$ cat src/erc_params.svh
`ifndef ERC_PARAMS_SVH
`define ERC_PARAMS_SVH

// Register offsets.
`define ERC_MAG_OFFSET 2'h2
`define ERC_ROUTE_OFFSET 2'h3

// Field positions of the routing register.
`define ERC_FIRST_MSB 7
`define ERC_FIRST_LSB 5
`define ERC_SECOND_MSB 4
`define ERC_SECOND_LSB 2

// Reset values.
`define ERC_ROUTE_RESET 3'h0
`define ERC_MAG_RESET 3'h0

// Route codes.
`define ERC_ROUTE_OFF 3'h0
`define ERC_ROUTE_REFERENCE_POS_PIN 3'h5
`define ERC_ROUTE_REFERENCE_NEG_PIN 3'h6
`define ERC_ROUTE_RSVD 3'h7

// Fixed upper bits of the target address; the straps fill the low four.
`define ERC_ADDR_BASE 3'h4

// Bits per byte on the serial bus.
`define ERC_BYTE_BITS 4'h8

`endif

$ cat src/erc_pkg.sv
package erc_pkg;

    typedef enum logic [3:0] {
        ERC_IDLE = 4'b0000,
        ERC_ADDR = 4'b0001,
        ERC_AACK = 4'b0010,
        ERC_PTR = 4'b0011,
        ERC_WACK = 4'b0100,
        ERC_WDATA = 4'b0101,
        ERC_RDATA = 4'b0110,
        ERC_RACK = 4'b0111
    } erc_state_t;

    typedef struct packed {
        erc_state_t st;
        logic [3:0] cnt;
        logic [7:0] sh;
        logic [7:0] tx;
        logic rw;
        logic [1:0] ptr;
        logic [2:0] route1;
        logic [2:0] route2;
        logic [2:0] mag;
        logic sda_oe_n;
        logic scl_q;
        logic sda_q;
        logic strap_done;
        logic [6:0] addr;
        logic ready;
    } erc_regs_t;

    typedef struct packed {
        logic [5:0] pin_en;
    } erc_dec_t;

endpackage : erc_pkg

$ cat src/erc_route_dec.sv
`timescale 1ns/1ps
`include "erc_params.svh"

// Turns one route code into a registered one-hot pin enable:
// bit 0..3 analog inputs zero..three, bit 4 positive and bit 5 negative reference pin.
module erc_route_dec (
    input wire logic clk,
    input wire logic nrst,
    input wire logic [2:0] code,
    input wire logic enable,
    output logic [5:0] pin_en
);
    import erc_pkg::*;

    erc_dec_t s_q;
    erc_dec_t s_d;

    // The reserved code connects nothing, which keeps an undefined setting harmless.
    always_comb begin
        s_d.pin_en = 6'h00;
        if (enable && code != `ERC_ROUTE_OFF && code != `ERC_ROUTE_RSVD) begin
            s_d.pin_en[code - 3'h1] = 1'b1;
        end
    end

    always_ff @(posedge clk or negedge nrst) begin
        if (!nrst) begin
            s_q <= '0;
        end else begin
            s_q <= s_d;
        end
    end

    assign pin_en = s_q.pin_en;
endmodule : erc_route_dec

$ cat src/erc_regs.sv
`timescale 1ns/1ps
`include "erc_params.svh"

module erc_regs (
    input wire logic clk,
    input wire logic nrst,
    input wire logic scl_in,
    output logic scl_oe_n,
    input wire logic sda_in,
    output logic sda_out,
    output logic sda_oe_n,
    input wire logic [1:0] addr_strap_low,
    input wire logic [1:0] addr_strap_high,
    input wire logic conv_done,
    output logic conversion_ready_out,
    output logic conversion_ready_out_oe_n,
    output logic [2:0] first_current_route,
    output logic [2:0] second_current_route,
    output logic [2:0] excitation_magnitude,
    output logic [5:0] first_excitation_source,
    output logic [5:0] second_excitation_source
);
    import erc_pkg::*;

    erc_regs_t s_q;
    erc_regs_t s_d;
    logic rise;
    logic fall;
    logic start;
    logic stop;
    logic byte_end;
    logic addr_hit;
    logic rd_match;
    logic [7:0] rdval;

    // Bus edges are found against the previous sample; all logic runs far above bus rate.
    assign rise = scl_in & ~s_q.scl_q;
    assign fall = ~scl_in & s_q.scl_q;
    assign start = s_q.scl_q & scl_in & s_q.sda_q & ~sda_in;
    assign stop = s_q.scl_q & scl_in & ~s_q.sda_q & sda_in;
    assign byte_end = fall && s_q.cnt == `ERC_BYTE_BITS;
    assign addr_hit = s_q.st == ERC_ADDR && byte_end && s_q.sh[7:1] == s_q.addr;
    assign rd_match = addr_hit && s_q.sh[0];

    // Read data; the low two bits of the routing register are always zero.
    always_comb begin
        rdval = 8'h00;
        if (s_q.ptr == `ERC_ROUTE_OFFSET) begin
            rdval = {s_q.route1, s_q.route2, 2'b00};
        end else if (s_q.ptr == `ERC_MAG_OFFSET) begin
            rdval = {5'h00, s_q.mag};
        end
    end

    // Serial target state machine and register writes.
    always_comb begin
        s_d = s_q;
        s_d.scl_q = scl_in;
        s_d.sda_q = sda_in;
        // The straps are caught once, in the first cycle after reset release.
        if (!s_q.strap_done) begin
            s_d.addr = {`ERC_ADDR_BASE, addr_strap_high, addr_strap_low};
            s_d.strap_done = 1'b1;
        end
        // A conversion that finishes during an addressed read is not lost.
        if (rd_match) begin
            s_d.ready = 1'b0;
        end
        if (conv_done) begin
            s_d.ready = 1'b1;
        end
        if (start) begin
            s_d.st = ERC_ADDR;
            s_d.cnt = 4'h0;
            s_d.sda_oe_n = 1'b1;
        end else if (stop) begin
            s_d.st = ERC_IDLE;
            s_d.sda_oe_n = 1'b1;
        end else begin
            unique case (s_q.st)
                ERC_IDLE: begin
                end
                ERC_ADDR, ERC_PTR, ERC_WDATA: begin
                    if (rise) begin
                        s_d.sh = {s_q.sh[6:0], sda_in};
                        s_d.cnt = s_q.cnt + 4'h1;
                    end else if (byte_end) begin
                        s_d.sda_oe_n = 1'b0;
                        s_d.st = ERC_WACK;
                        if (s_q.st == ERC_ADDR) begin
                            s_d.rw = s_q.sh[0];
                            s_d.st = addr_hit ? ERC_AACK : ERC_IDLE;
                            s_d.sda_oe_n = ~addr_hit;
                        end else if (s_q.st == ERC_PTR) begin
                            s_d.ptr = s_q.sh[1:0];
                        end else if (s_q.ptr == `ERC_ROUTE_OFFSET) begin
                            // Bits 1:0 are dropped; they hold no storage.
                            s_d.route1 = s_q.sh[`ERC_FIRST_MSB:`ERC_FIRST_LSB];
                            s_d.route2 = s_q.sh[`ERC_SECOND_MSB:`ERC_SECOND_LSB];
                        end else if (s_q.ptr == `ERC_MAG_OFFSET) begin
                            s_d.mag = s_q.sh[2:0];
                        end
                    end
                end
                ERC_AACK: begin
                    if (fall) begin
                        s_d.cnt = 4'h0;
                        if (s_q.rw) begin
                            s_d.tx = {rdval[6:0], 1'b0};
                            s_d.sda_oe_n = rdval[7];
                            s_d.st = ERC_RDATA;
                        end else begin
                            s_d.sda_oe_n = 1'b1;
                            s_d.st = ERC_PTR;
                        end
                    end
                end
                ERC_WACK: begin
                    if (fall) begin
                        s_d.sda_oe_n = 1'b1;
                        s_d.cnt = 4'h0;
                        s_d.st = ERC_WDATA;
                    end
                end
                ERC_RDATA: begin
                    if (rise) begin
                        s_d.cnt = s_q.cnt + 4'h1;
                    end else if (byte_end) begin
                        s_d.sda_oe_n = 1'b1;
                        s_d.st = ERC_RACK;
                    end else if (fall) begin
                        s_d.sda_oe_n = s_q.tx[7];
                        s_d.tx = {s_q.tx[6:0], 1'b0};
                    end
                end
                ERC_RACK: begin
                    // A not-acknowledge from the host ends the read.
                    if (rise && sda_in) begin
                        s_d.st = ERC_IDLE;
                    end else if (fall) begin
                        s_d.cnt = 4'h0;
                        s_d.tx = {rdval[6:0], 1'b0};
                        s_d.sda_oe_n = rdval[7];
                        s_d.st = ERC_RDATA;
                    end
                end
                default: begin
                    s_d.st = ERC_IDLE;
                    s_d.sda_oe_n = 1'b1;
                end
            endcase
        end
    end

    // Every field but sda_oe_n, scl_q and sda_q clears to zero, so both sources start disconnected.
    always_ff @(posedge clk or negedge nrst) begin
        if (!nrst) begin
            s_q <= '0;
            s_q.sda_oe_n <= 1'b1;
            s_q.scl_q <= 1'b1;
            s_q.sda_q <= 1'b1;
        end else begin
            s_q <= s_d;
        end
    end

    // The clock line is only ever read, so no stretching is possible.
    assign scl_oe_n = 1'b1;
    assign sda_out = 1'b0;
    assign sda_oe_n = s_q.sda_oe_n;
    // Open-drain: the pin is only pulled low while a result waits.
    assign conversion_ready_out = 1'b0;
    assign conversion_ready_out_oe_n = ~s_q.ready;
    assign first_current_route = s_q.route1;
    assign second_current_route = s_q.route2;
    assign excitation_magnitude = s_q.mag;

    // Magnitude zero turns both sources off, whatever the routes say.
    erc_route_dec u_first (
        .clk(clk),
        .nrst(nrst),
        .code(s_q.route1),
        .enable(s_q.mag != `ERC_MAG_RESET),
        .pin_en(first_excitation_source)
    );

    erc_route_dec u_second (
        .clk(clk),
        .nrst(nrst),
        .code(s_q.route2),
        .enable(s_q.mag != `ERC_MAG_RESET),
        .pin_en(second_excitation_source)
    );
endmodule : erc_regs

$ cat config.mk
export PLATFORM = sky130hd
export DESIGN_NAME = erc_regs
export DESIGN_NICKNAME = d
export VERILOG_FILES = /design/src/erc_pkg.sv /design/src/erc_route_dec.sv /design/src/erc_regs.sv
export VERILOG_INCLUDE_DIRS = /design/src
export SDC_FILE = /design/constraint.sdc
export NUM_CORES = 1
export LEC_CHECK = 0
export BUFFER_PORTS_ARGS = -buffer_cell sky130_fd_sc_hd__buf_2
export CAP_MARGIN = 20
export CORE_UTILIZATION = 40
export DETAILED_ROUTE_END_ITERATION = 12
export SYNTH_ARGS = -nofsm -noshare
export SYNTH_HDL_FRONTEND = slang
export SYNTH_HIERARCHICAL = 1
export SYNTH_SLANG_ARGS = --single-unit
$ cat constraint.sdc
create_clock -name clk -period 2.36 [get_ports clk]
set_input_delay 0 -clock clk [delete_from_list [all_inputs] [get_ports clk]]
set_output_delay 0 -clock clk [all_outputs]
set_load 0.02 [all_outputs]
# Word level (Yosys, flattened, before mapping)
# Cells that the tools add are included.
[word_totals]
inputBits = 9
ff_bits = 58
word_cells = 169
out_inout_bits = 26
[op_classes]
n_reduce_logical = 28
addsub = 3
n_bitwise = 19
n_eq_ne = 38
magnitude_cmp = 4
n_mux = 60
[op_table]
columns = ["op", "count"]
rows = [
  ["8-bit 2-to-1 mux", 13],
  ["32-bit 2-to-1 mux", 1],
  ["4-bit 2-to-1 mux", 8],
  ["4-bit inequality test, second input constant", 8],
  ["3-bit inequality test, second input constant", 9],
  ["13-bit 2-to-1 mux", 2],
  ["12-bit 2-to-1 mux", 2],
  ["4-bit case mux with 6 select lines", 1],
  ["8-bit case mux with 3 select lines", 1],
  ["8-bit AND reduction", 3],
  ["4-bit case mux with 5 select lines", 1],
  ["6-bit 2-to-1 mux", 3],
  ["9-bit AND reduction", 2],
  ["4-bit by 3-bit equality test with 1-bit output, second input constant", 4],
  ["1-bit 2-to-1 mux", 16],
  ["2-bit inequality test, second input constant", 8],
  ["3-bit 2-to-1 mux", 5],
  ["1-bit NOT", 12],
  ["3-bit nonzero test", 4],
  ["1-bit logical AND", 11],
  ["11-bit 2-to-1 mux", 1],
  ["5-bit inequality test, second input constant", 2],
  ["10-bit AND reduction", 1],
  ["9-bit 2-to-1 mux", 1],
  ["20 further kinds", 33],
]

# Depth between registers and ports, before layout
# Gate-level depths: netlist (run 1).
[depth]
word_depth = 12
mapped_depth = 7
depth_no_buf = 7

# Modules after synthesis
# The synthesis (run 1) kept the hierarchy.
[by_module_without_submodules]
columns = ["module", "area_each_um2", "seq_area_each_um2", "cells_each", "n_inst"]
rows = [
  ["erc_regs", 2436.1, 1104.8, 229, 1],
  ["erc_route_dec", 304.0, 150.1, 21, 2],
]

# Worst setup path before layout (run 1)
# OpenSTA, ideal clock, no wires.
[synth_path]
path_kind = "register to register"
startpoint = "register s_q[40] (netlist name)"
endpoint = "register s_q, in the netlist first_current_route[0]"
setup_ps = 125
t_required_ps = 2235
path_stages_with_launch = 7
period_less_slack_ps = 1741
setup_slack_ps = 619
n_path_buf = 0
arrival_time_ps = 1617
cell_sequence = "dfrtp_1 inv_1 ha_1 and3b_1 nand2_4 nor4b_4 mux2_2"
[synth_via]
elab_chain_len = 3
[synth_lines]
columns = ["element", "line", "source"]
rows = [
  ["start, declared", "erc_regs.sv:25", "erc_regs_t s_q;"],
  ["4-bit equality test (no source line)", "--", ""],
  ["1-bit logical AND (no source line)", "--", ""],
  ["8-bit AND reduction (no source line)", "--", ""],
]
# No other way between the ends.
# A chain may end at the register's enable or synchronous reset.

# Worst setup path after layout (run 1)
[layout_path]
startpoint = "register s_q[10] (netlist name)"
endpoint = "register s_q, in the netlist second_current_route[2]"
[layout_via]
elab_chain_len = 5
elab_cells_between_ends = 13
classes_between = "11 x bitwise; 2 x reduce/logical"
[layout_lines]
columns = ["element", "line"]
rows = [
  ["1-bit bitwise AND", "erc_regs.sv:39, erc_regs.sv:40"],
  ["1-bit bitwise AND, on equally long branches (2 in series)", "erc_regs.sv:40, erc_regs.sv:39"],
  ["1-bit NOT (no source line)", "--"],
  ["8-bit AND reduction (no source line) *", "--"],
]
# Every way passes the cells marked *; elsewhere a longest branch is shown, timed or not.

==> results of run 1 <==
## critical path, stage by stage, from the launching register on
cell and delay (ps):
sky130_fd_sc_hd__dfstp_2 680, sky130_fd_sc_hd__and3b_2 260, sky130_fd_sc_hd__nand2_4 90, sky130_fd_sc_hd__nor4b_4 410, sky130_fd_sc_hd__mux2_2 380
## logic make-up (layout without fill, tap and decap cells)
logic type | after synthesis | after routing
compound gates | 49 | 49
xor+xnor | 9 | 9
other cells | 2 | 4
buf+inv | 32 | 62
fa+ha+maj | 8 | 8
simple gates | 86 | 86
mux | 29 | 29
flops | 56 | 56
## layer usage
metal	track usage (%)	up-vias
met5	0	-
met4	5.63	0
met3	3.42	8
met2	24.7	48
met1	21.6	998
li1	-	1026
## cell type report
| type | count | share of cell area (%) |
|---|---|---|
| inverters | 11 | 1.22 |
| clock buffers | 5 | 2.03 |
| repair buffers | 44 | 8.03 |
| flip-flops and latches | 56 | 41.3 |
| clock inverters | 2 | 0.479 |
| multi-input cells | 185 | 43.3 |
| well taps | 99 | 3.65 |
## timing repair
| action | CTS | global route |
|---|---|---|
| hold buffers | 8 | 0 |
| endpoints found under the hold margin | 32 | 0 |
| endpoints found under the setup margin | 0 | 0 |
## path summary, 6_finish.rpt
| path | start | end | slack (ps) | cells after the start |
|---|---|---|---|---|
| max | s_q[10]$_DFF_PN1_ | second_current_route[2]$_DFFE_PN0P_ | 430 | 4 |
| min | nrst | u_second/pin_en[1]$_DFF_PN0_ | 200 | 2 |
| max reg2reg | s_q[10]$_DFF_PN1_ | second_current_route[2]$_DFFE_PN0P_ | 430 | 4 |
| min reg2reg | s_q[0]$_DFFE_PN0P_ | s_q[0]$_DFFE_PN0P_ | 490 | 1 |
| max in group asynchronous | nrst | s_q[10]$_DFF_PN1_ | 1310 | 3 |
| min in group clk | sda_in | s_q[9]$_DFF_PN1_ | 400 | 2 |
## synthesized netlist by cell type (all sizes together) (3+ instances only)
| cell type | n |
|---|---|
| xnor2 | 5 |
| nor4b | 6 |
| nand4 | 3 |
| nand2b | 7 |
| and4bb | 4 |
| ha | 8 |
| clkbuf | 4 |
| and3 | 5 |
| nand3b | 7 |
| inv | 11 |
| o21ai | 15 |
| nor4 | 5 |
| o211ai | 3 |
| nand3 | 9 |
| a21oi | 11 |
| dfrtp | 53 |
| nand2 | 17 |
| or2 | 3 |
| nor2b | 3 |
| xor2 | 4 |
| a21o | 3 |
| nor2 | 7 |
| dfstp | 3 |
| buf | 17 |
| mux2 | 28 |
## power breakdown
group | leakage (nW) | switching (mW) | internal, mW
Sequential | 0.728 | 0.109 | 1.05
Clock | 0.0406 | 0.309 | 0.207
Combinational | 0.754 | 0.118 | 0.152
## stage by stage
stage	cell area (sq um)	power, mW	instances	utilization, %
finish	3400	1.95	402	46.6
CTS	3400	1.98	402	46.6
detailed placement	3230	1.45	387	44.3
floorplan	3050	1.35	273	-
global placement	3230	1.44	387	44.3
global route	3400	2.06	402	46.6
## sequential cells by signal, summed over array words and instances (netlist names)
register / count
s_q: 34
u_second/pin_en: 6
sda_oe_n: 1
second_current_route: 3
u_first/pin_en: 6
first_current_route: 3
excitation_magnitude: 3
==> run summary, run 1 <==
The die covers 7960 sq um. The number of vias per cell after detailed routing was 5.17. The synthesized netlist devotes 3.08% of its cell area to XOR and XNOR gates. Counting I/O delays and the setup requirement, the final critical path takes 1930 ps.

After global routing the overflow that remains totals 0. The initialized floorplan defines 31 standard-cell rows. In this run the static leakage power is 1.52 nW. Of the available clock period, the critical path in the final layout requires 81.7%. For the count of mapped cells out of synthesis, the log shows 271.

Multiplexer cells account for 10.9% of the synthesized area. The tools report the total routed wirelength as 5.47 mm. After legalization and detailed placement, the total HPWL measured 4.04 mm. Summed over all nets, wire length on met2 after detailed routing comes to 2.51 mm.

The number of pins with negative max-slew slack in the final report was 0. STA classifies the critical path startpoint as a flip-flop. The tools report the sort of element at the end of the critical path as a flip-flop. The number of buffers inserted by port buffering was 31; the met1 routed wirelength after detailed routing was 2.66 mm. The adder-cell area share of the yosys netlist is 3.29%, and the detailed-route via count is 2080. The longest clock path from root to sink contains 2 buffers. The worst path required time is 2570 ps, and the post-CTS setup-driven buffer insertion count is 0. Global routing used 15.8% of the available tracks across all layers. The synthesized netlist devotes 19.5% of its cell area to simple gates.

The area growth from synthesis to layout is 11.6%. The net count of the finished layout is 320. The H-tree was split into 2 levels.

For this run, the number of Yosys warnings is 6. The run gives 59 as the count of different cell masters after synthesis. Entering global routing, the biggest net connects 32 pins. The worst hold path belongs to the class primary input to async pin.

After synthesis, the largest family of logic cells by area is simple AND/OR/NAND/NOR gates. Ranked by total cell area, the synthesized netlist is headed by sky130_fd_sc_hd__dfrtp_1 (44%), sky130_fd_sc_hd__mux2_2 (9.2%), sky130_fd_sc_hd__buf_4 (3.5%). For the final-report hold violation count, the log shows 0. Leaving out fill and tap cells, the most frequent cells in the layout are sky130_fd_sc_hd__dfrtp_1 (53), sky130_fd_sc_hd__buf_2 (31), sky130_fd_sc_hd__mux2_2 (25). The largest total area in the synthesized netlist belongs to sky130_fd_sc_hd__dfrtp_1.

In this run the tightest slew margin relative to its limit is 62.4%. In this run the horizontal extent of the chip is 89.2 um. The violation count after the first detailed-routing iteration came out at 100. Hold is met by 198 ps. Data arrives at the worst endpoint at 2140 ps. The tree is rooted in a sky130_fd_sc_hd__clkbuf_8. Before antenna repair, the detailed router went through 4 iterations.

Along the worst path, the maximum fanout reaches 16. For the maximum clock rate, the log shows 519 MHz. The maximum ir drop on the vdd rail came out at 0.411 mV. The pre-CTS setup slack was 418 ps. Clock skew on the completed layout was measured at 11.6 ps. The average wire per standard cell works out to 13.6 um. Counting the fill cells in the layout gives 715. The fraction of registers with async set/reset is 100%. In this run the remaining antenna-violating nets after routing total 0. The highest metal layer with signal wires is met4. TritonCTS built the clock tree. After detailed routing, the number of remaining DRC violations is 0. In the final layout, the multi-input gates occupy 1470 sq um. Registers take 1410 sq um. Setup violations remaining at the end of the flow were counted as 0.

After detailed routing, the met3 layer carries 215 um of wire. Power spread over the standard cell area amounts to 574 nW/um^2. For the pin with the worst max-slew slack, the measured transition is 565 ps.

The number of antenna repair diodes is 0, and the post-cts sizing count is 0. The share of the synthesized area in the top cell type was 43.6%. The synthesized design contains 0 enable-type register cells. After layout, the worst setup slack is 431 ps. Across the run, the number of max-cap violations was 0.

The clock-pin transition on the worst setup and hold timing paths came out at 100 ps. Cells with a size suffix above 1 make up 31.0% of the layout. Pin placement for this block handled 35 I/O pins. Synthesized area per cell: 11.2 sq um.

The final weighted congestion in routability-driven placement came out at 0.833. By startpoint and endpoint, the worst setup path is classified as flip-flop to flip-flop. The worst-skew pair later-pin latency was 310 ps. Among all flip-flop cells after synthesis, the most frequent one is sky130_fd_sc_hd__dfrtp_1.

The tools report the number of global-route vias before repair as 1955. The summed negative setup slack over all endpoints is 0 ps. Setup repair after global routing left no endpoint under its margin. Sequential share of the synthesized area: 46.2%. The logs give 7290 sq um for the core footprint and 3040 sq um for the cell area after synthesis. The number of antenna violations at the first check in global routing is 0, and the clock sink count is 56. The number of buffers created by CTS is 5, and the number of storage elements in the synthesis netlist is 56.

The die extent in y was 89.2 um. The run finished with clean final reports. Summing the areas of all compound-gate instances in the mapped netlist gives 11.0% of the synthesized area. For the first-pass GRT wire length, the log shows 9.52 mm.

The most common cell after layout, fill and taps aside is sky130_fd_sc_hd__dfrtp_1. The initial utilization of the core area, before any placement, comes to 41.7%.
Power figures use the tool's default switching activity.
==> inputs of run 2 (changes only) <==
Clock period 2.36 ns to 1.8 ns, I/O delays scaled along.
==> run summary, run 2 (synthesis gave the netlist of run 1 again) <==
The critical path arrival is 1990 ps (-150 ps), and the violation count after the first detailed-routing iteration is 104 (+4.0%). The run gives 0 (unchanged) as the total global routing overflow. The leakage power was 1.63 nW (+6.8%).

The logs give 54.4% (-5.3 points) for the proportion of power drawn by flip-flops and latches and 0 (unchanged) for the number of nets with antenna violations after routing. The count of H-tree levels built during CTS was 2 (unchanged). The tools report the maximum clock rate as 560 MHz (+7.9%). The total routed wirelength was 5.93 mm (+8.4%). The tree is rooted in a sky130_fd_sc_hd__clkbuf_8. The die extent in y came out at 89.2 um (unchanged). The tools report the DRC violation count after routing as 0 (unchanged). The tools report the sort of element at the end of the critical path as a flip-flop. The run gives 2000 ps (-570 ps) as the worst path required time.

Number of buffers created by CTS: 5 (unchanged). The total power is 2.79 mW (+43%), and the flip-flop count of the largest register, all copies and words added is 34 (unchanged). The final critical path time including I/O delays and setup came out at 1790 ps (-142 ps). The tools report the total routing resource utilization after global routing as 16.7% (+0.91 points). The number of fill cells in the layout is 680 (-4.9%), and the number of endpoints failing setup at the final stage is 0 (unchanged). The clock share of power came out at 30.4% (+3.9 points). The slew at the pin closest to its max-slew limit is 539 ps (-25.2 ps), and the final weighted congestion in routability-driven placement is 0.793 (-4.8%).

The average wire per standard cell was 14.1 um (+4.0%). The maximum ir drop on the vdd rail was 0.591 mV (+44%). The tools report the clock sink count as 56 (unchanged). Number of buffers on the longest clock path: 2 (unchanged). The final-report hold violation count was 0 (unchanged). Setup repair after global routing could not meet its margin everywhere. The flow ran to the end, and the final reports show no timing, DRC or antenna violations. For the relative contribution of combinational cells to total power, the log shows 15.1% (+1.3 points).

The tools report the detailed-route via count as 2159 (+3.8%). The tools report the cell area after layout as 3610 sq um (+6.1%). The logs give 64.0% (+1.7 points) for the tightest slew margin relative to the limit and 31 (unchanged) for the number of standard-cell rows in the floorplan. The clock-pin transition on the worst setup and hold timing paths works out to 100 ps (about the same). The switching share of power works out to 26.7% (-0.77 points). The proportion of layout cells with a drive suffix above 1 works out to 36.9% (+5.9 points). The run gives 4.25 mm (+5.3%) as the HPWL after detailed placement. The path class of the tightest hold or removal check is primary input to async pin. The number of antenna repair diodes is 0 (unchanged). The largest fanout on the critical path was 6 (-10); the switching power was 0.745 mW (+39%). Counting flops per register, the top entry is s_q. The run gives 41.7% (unchanged) as the effective utilization at floorplan. The number of vias per cell after detailed routing came out at 5.15 (-0.41%). For the number of pins with negative max-slew slack in the final report, the log shows 0 (unchanged). The library cell used most frequently in the layout, excluding fill and tap cells, is sky130_fd_sc_hd__dfrtp_1. Power per cell area: 773 nW/um^2 (+35%).

The clock tree skew after final layout was 7.27 ps (-4.31 ps); the x dimension of the die was 89.2 um (unchanged). Fraction of the cycle the final worst path needs: 99.3% (+18 points). The placement-stage cell area is 3340 sq um (+3.2%). Path type of the worst setup path: flip-flop to flip-flop.

The die area was 7960 sq um (unchanged); the number of buffers inserted by port buffering was 31 (unchanged). STA classifies the critical path startpoint as a flip-flop. The logs give 1410 sq um (unchanged) for the footprint of the flip-flops and latches and 35 (+9.4%) for the pin count of the biggest net entering global routing.

The core footprint was 7290 sq um (unchanged). The count of max-cap constraint violations was 0 (unchanged); the layout overhead on the synthesized area was 18.5%. The worst-skew pair later-pin latency came out at 310 ps (about the same). For the number of ports placed on the die boundary, the log shows 35 (unchanged). In the layout the commonest cells are sky130_fd_sc_hd__dfrtp_1 (53), sky130_fd_sc_hd__buf_2 (31), sky130_fd_sc_hd__mux2_2 (23).

The first-pass GRT wire length came out at 10.2 mm (+7.2%). The tools report the first-pass iteration count of the detailed router as 4 (unchanged). The number of global-route vias before repair came out at 2114 (+8.1%).

For the number of antenna violations at the first check in global routing, the log shows 0 (unchanged). TritonCTS built the clock tree. The tools report the internal portion of total power as 2.04 mW (+45%). The post-layout net count was 336 (+5.0%). Total area of multi-input combinational cells: 1500 sq um (+2.3%).

The run gives 49.5% (+2.8 points) as the final standard cell utilization of the core.
==> run 2: cell count changes in the layout (fill, tap and decap cells not counted), moves of 2 or more <==
cell | previous run | this run
sky130_fd_sc_hd__inv_1 | 10 | 8
sky130_fd_sc_hd__inv_2 | 1 | 3
sky130_fd_sc_hd__mux2_2 | 25 | 23
sky130_fd_sc_hd__buf_4 | 5 | 17
sky130_fd_sc_hd__mux2_4 | 2 | 4
sky130_fd_sc_hd__buf_6 | 0 | 3
==> run 2: final timing paths <==
kind                                          start                             endpoint  slack, ps  depth (start not counted)
worst max register to register  s_q[40]$_DFFE_PN0P_  second_current_route[1]$_DFFE_PN0P_         10                          7
max in group asynchronous                      nrst                 sda_oe_n$_DFFE_PN1P_        970                          3
min in group clk                             sda_in                     s_q[9]$_DFF_PN1_        390                          2
worst max-delay path            s_q[40]$_DFFE_PN0P_  second_current_route[1]$_DFFE_PN0P_         10                          7
worst min-delay path                           nrst         u_second/pin_en[2]$_DFF_PN0_        200                          2
worst min register to register  s_q[28]$_DFFE_PN0P_                  s_q[28]$_DFFE_PN0P_        490                          2
==> run 2: metrics by stage <==
stage          setup WS [ps]  setup TNS (ps)  std cells  hold slack, ps
2_1_floorplan           58.8               0        273            -296
6_report                13.2               0        419             196
5_1_grt                -38.7            -196        419             270
4_1_cts                 4.74               0        415             203
3_5_place_dp           -5.58           -5.58        399            12.0
3_3_place_gp            32.8               0        399            16.2
==> run 2: area by class of cell <==
cell class	count	area share, %
clock inverter	3	1.28
inverter	11	1.15
multi-input combinational	185	41.7
sequential	56	39.0
clock buffer	5	1.91
timing repair buffer	60	11.6
tap	99	3.44
==> run 2: metal layers <==
metal	global-route usage [%]	routed length, um	share of wire [%]
met1	23.5	2910	49
met2	26.7	2720	46
met3	2.77	239	4.0
met4	4.47	55	0.93
met5	0	0	0
==> run 2: critical path, stage by stage (launching register included) <==
cell                      delay [ps]
sky130_fd_sc_hd__dfrtp_1         400
sky130_fd_sc_hd__inv_2            80
sky130_fd_sc_hd__ha_4            120
sky130_fd_sc_hd__and3b_2         210
sky130_fd_sc_hd__nand2_4         100
sky130_fd_sc_hd__nor4b_4         280
sky130_fd_sc_hd__buf_6           160
sky130_fd_sc_hd__mux2_2          330
==> run 2: power groups by stage <==
stage	sequential [mW]	clock, mW	combinational [mW]
floorplan	1.51	0	0.268
global placement	1.54	0	0.383
detailed placement	1.54	0	0.389
CTS	1.52	0.880	0.404
global route	1.54	0.922	0.476
finish	1.52	0.849	0.422
==> run 2: timing repair <==
action                                  CTS  global route
gates resized for setup                   1            13
hold endpoints to repair                 27             0
pin swaps                                 1             5
buffers inserted                          0             4
endpoints found under the setup margin    7            20
hold buffers                              8             0
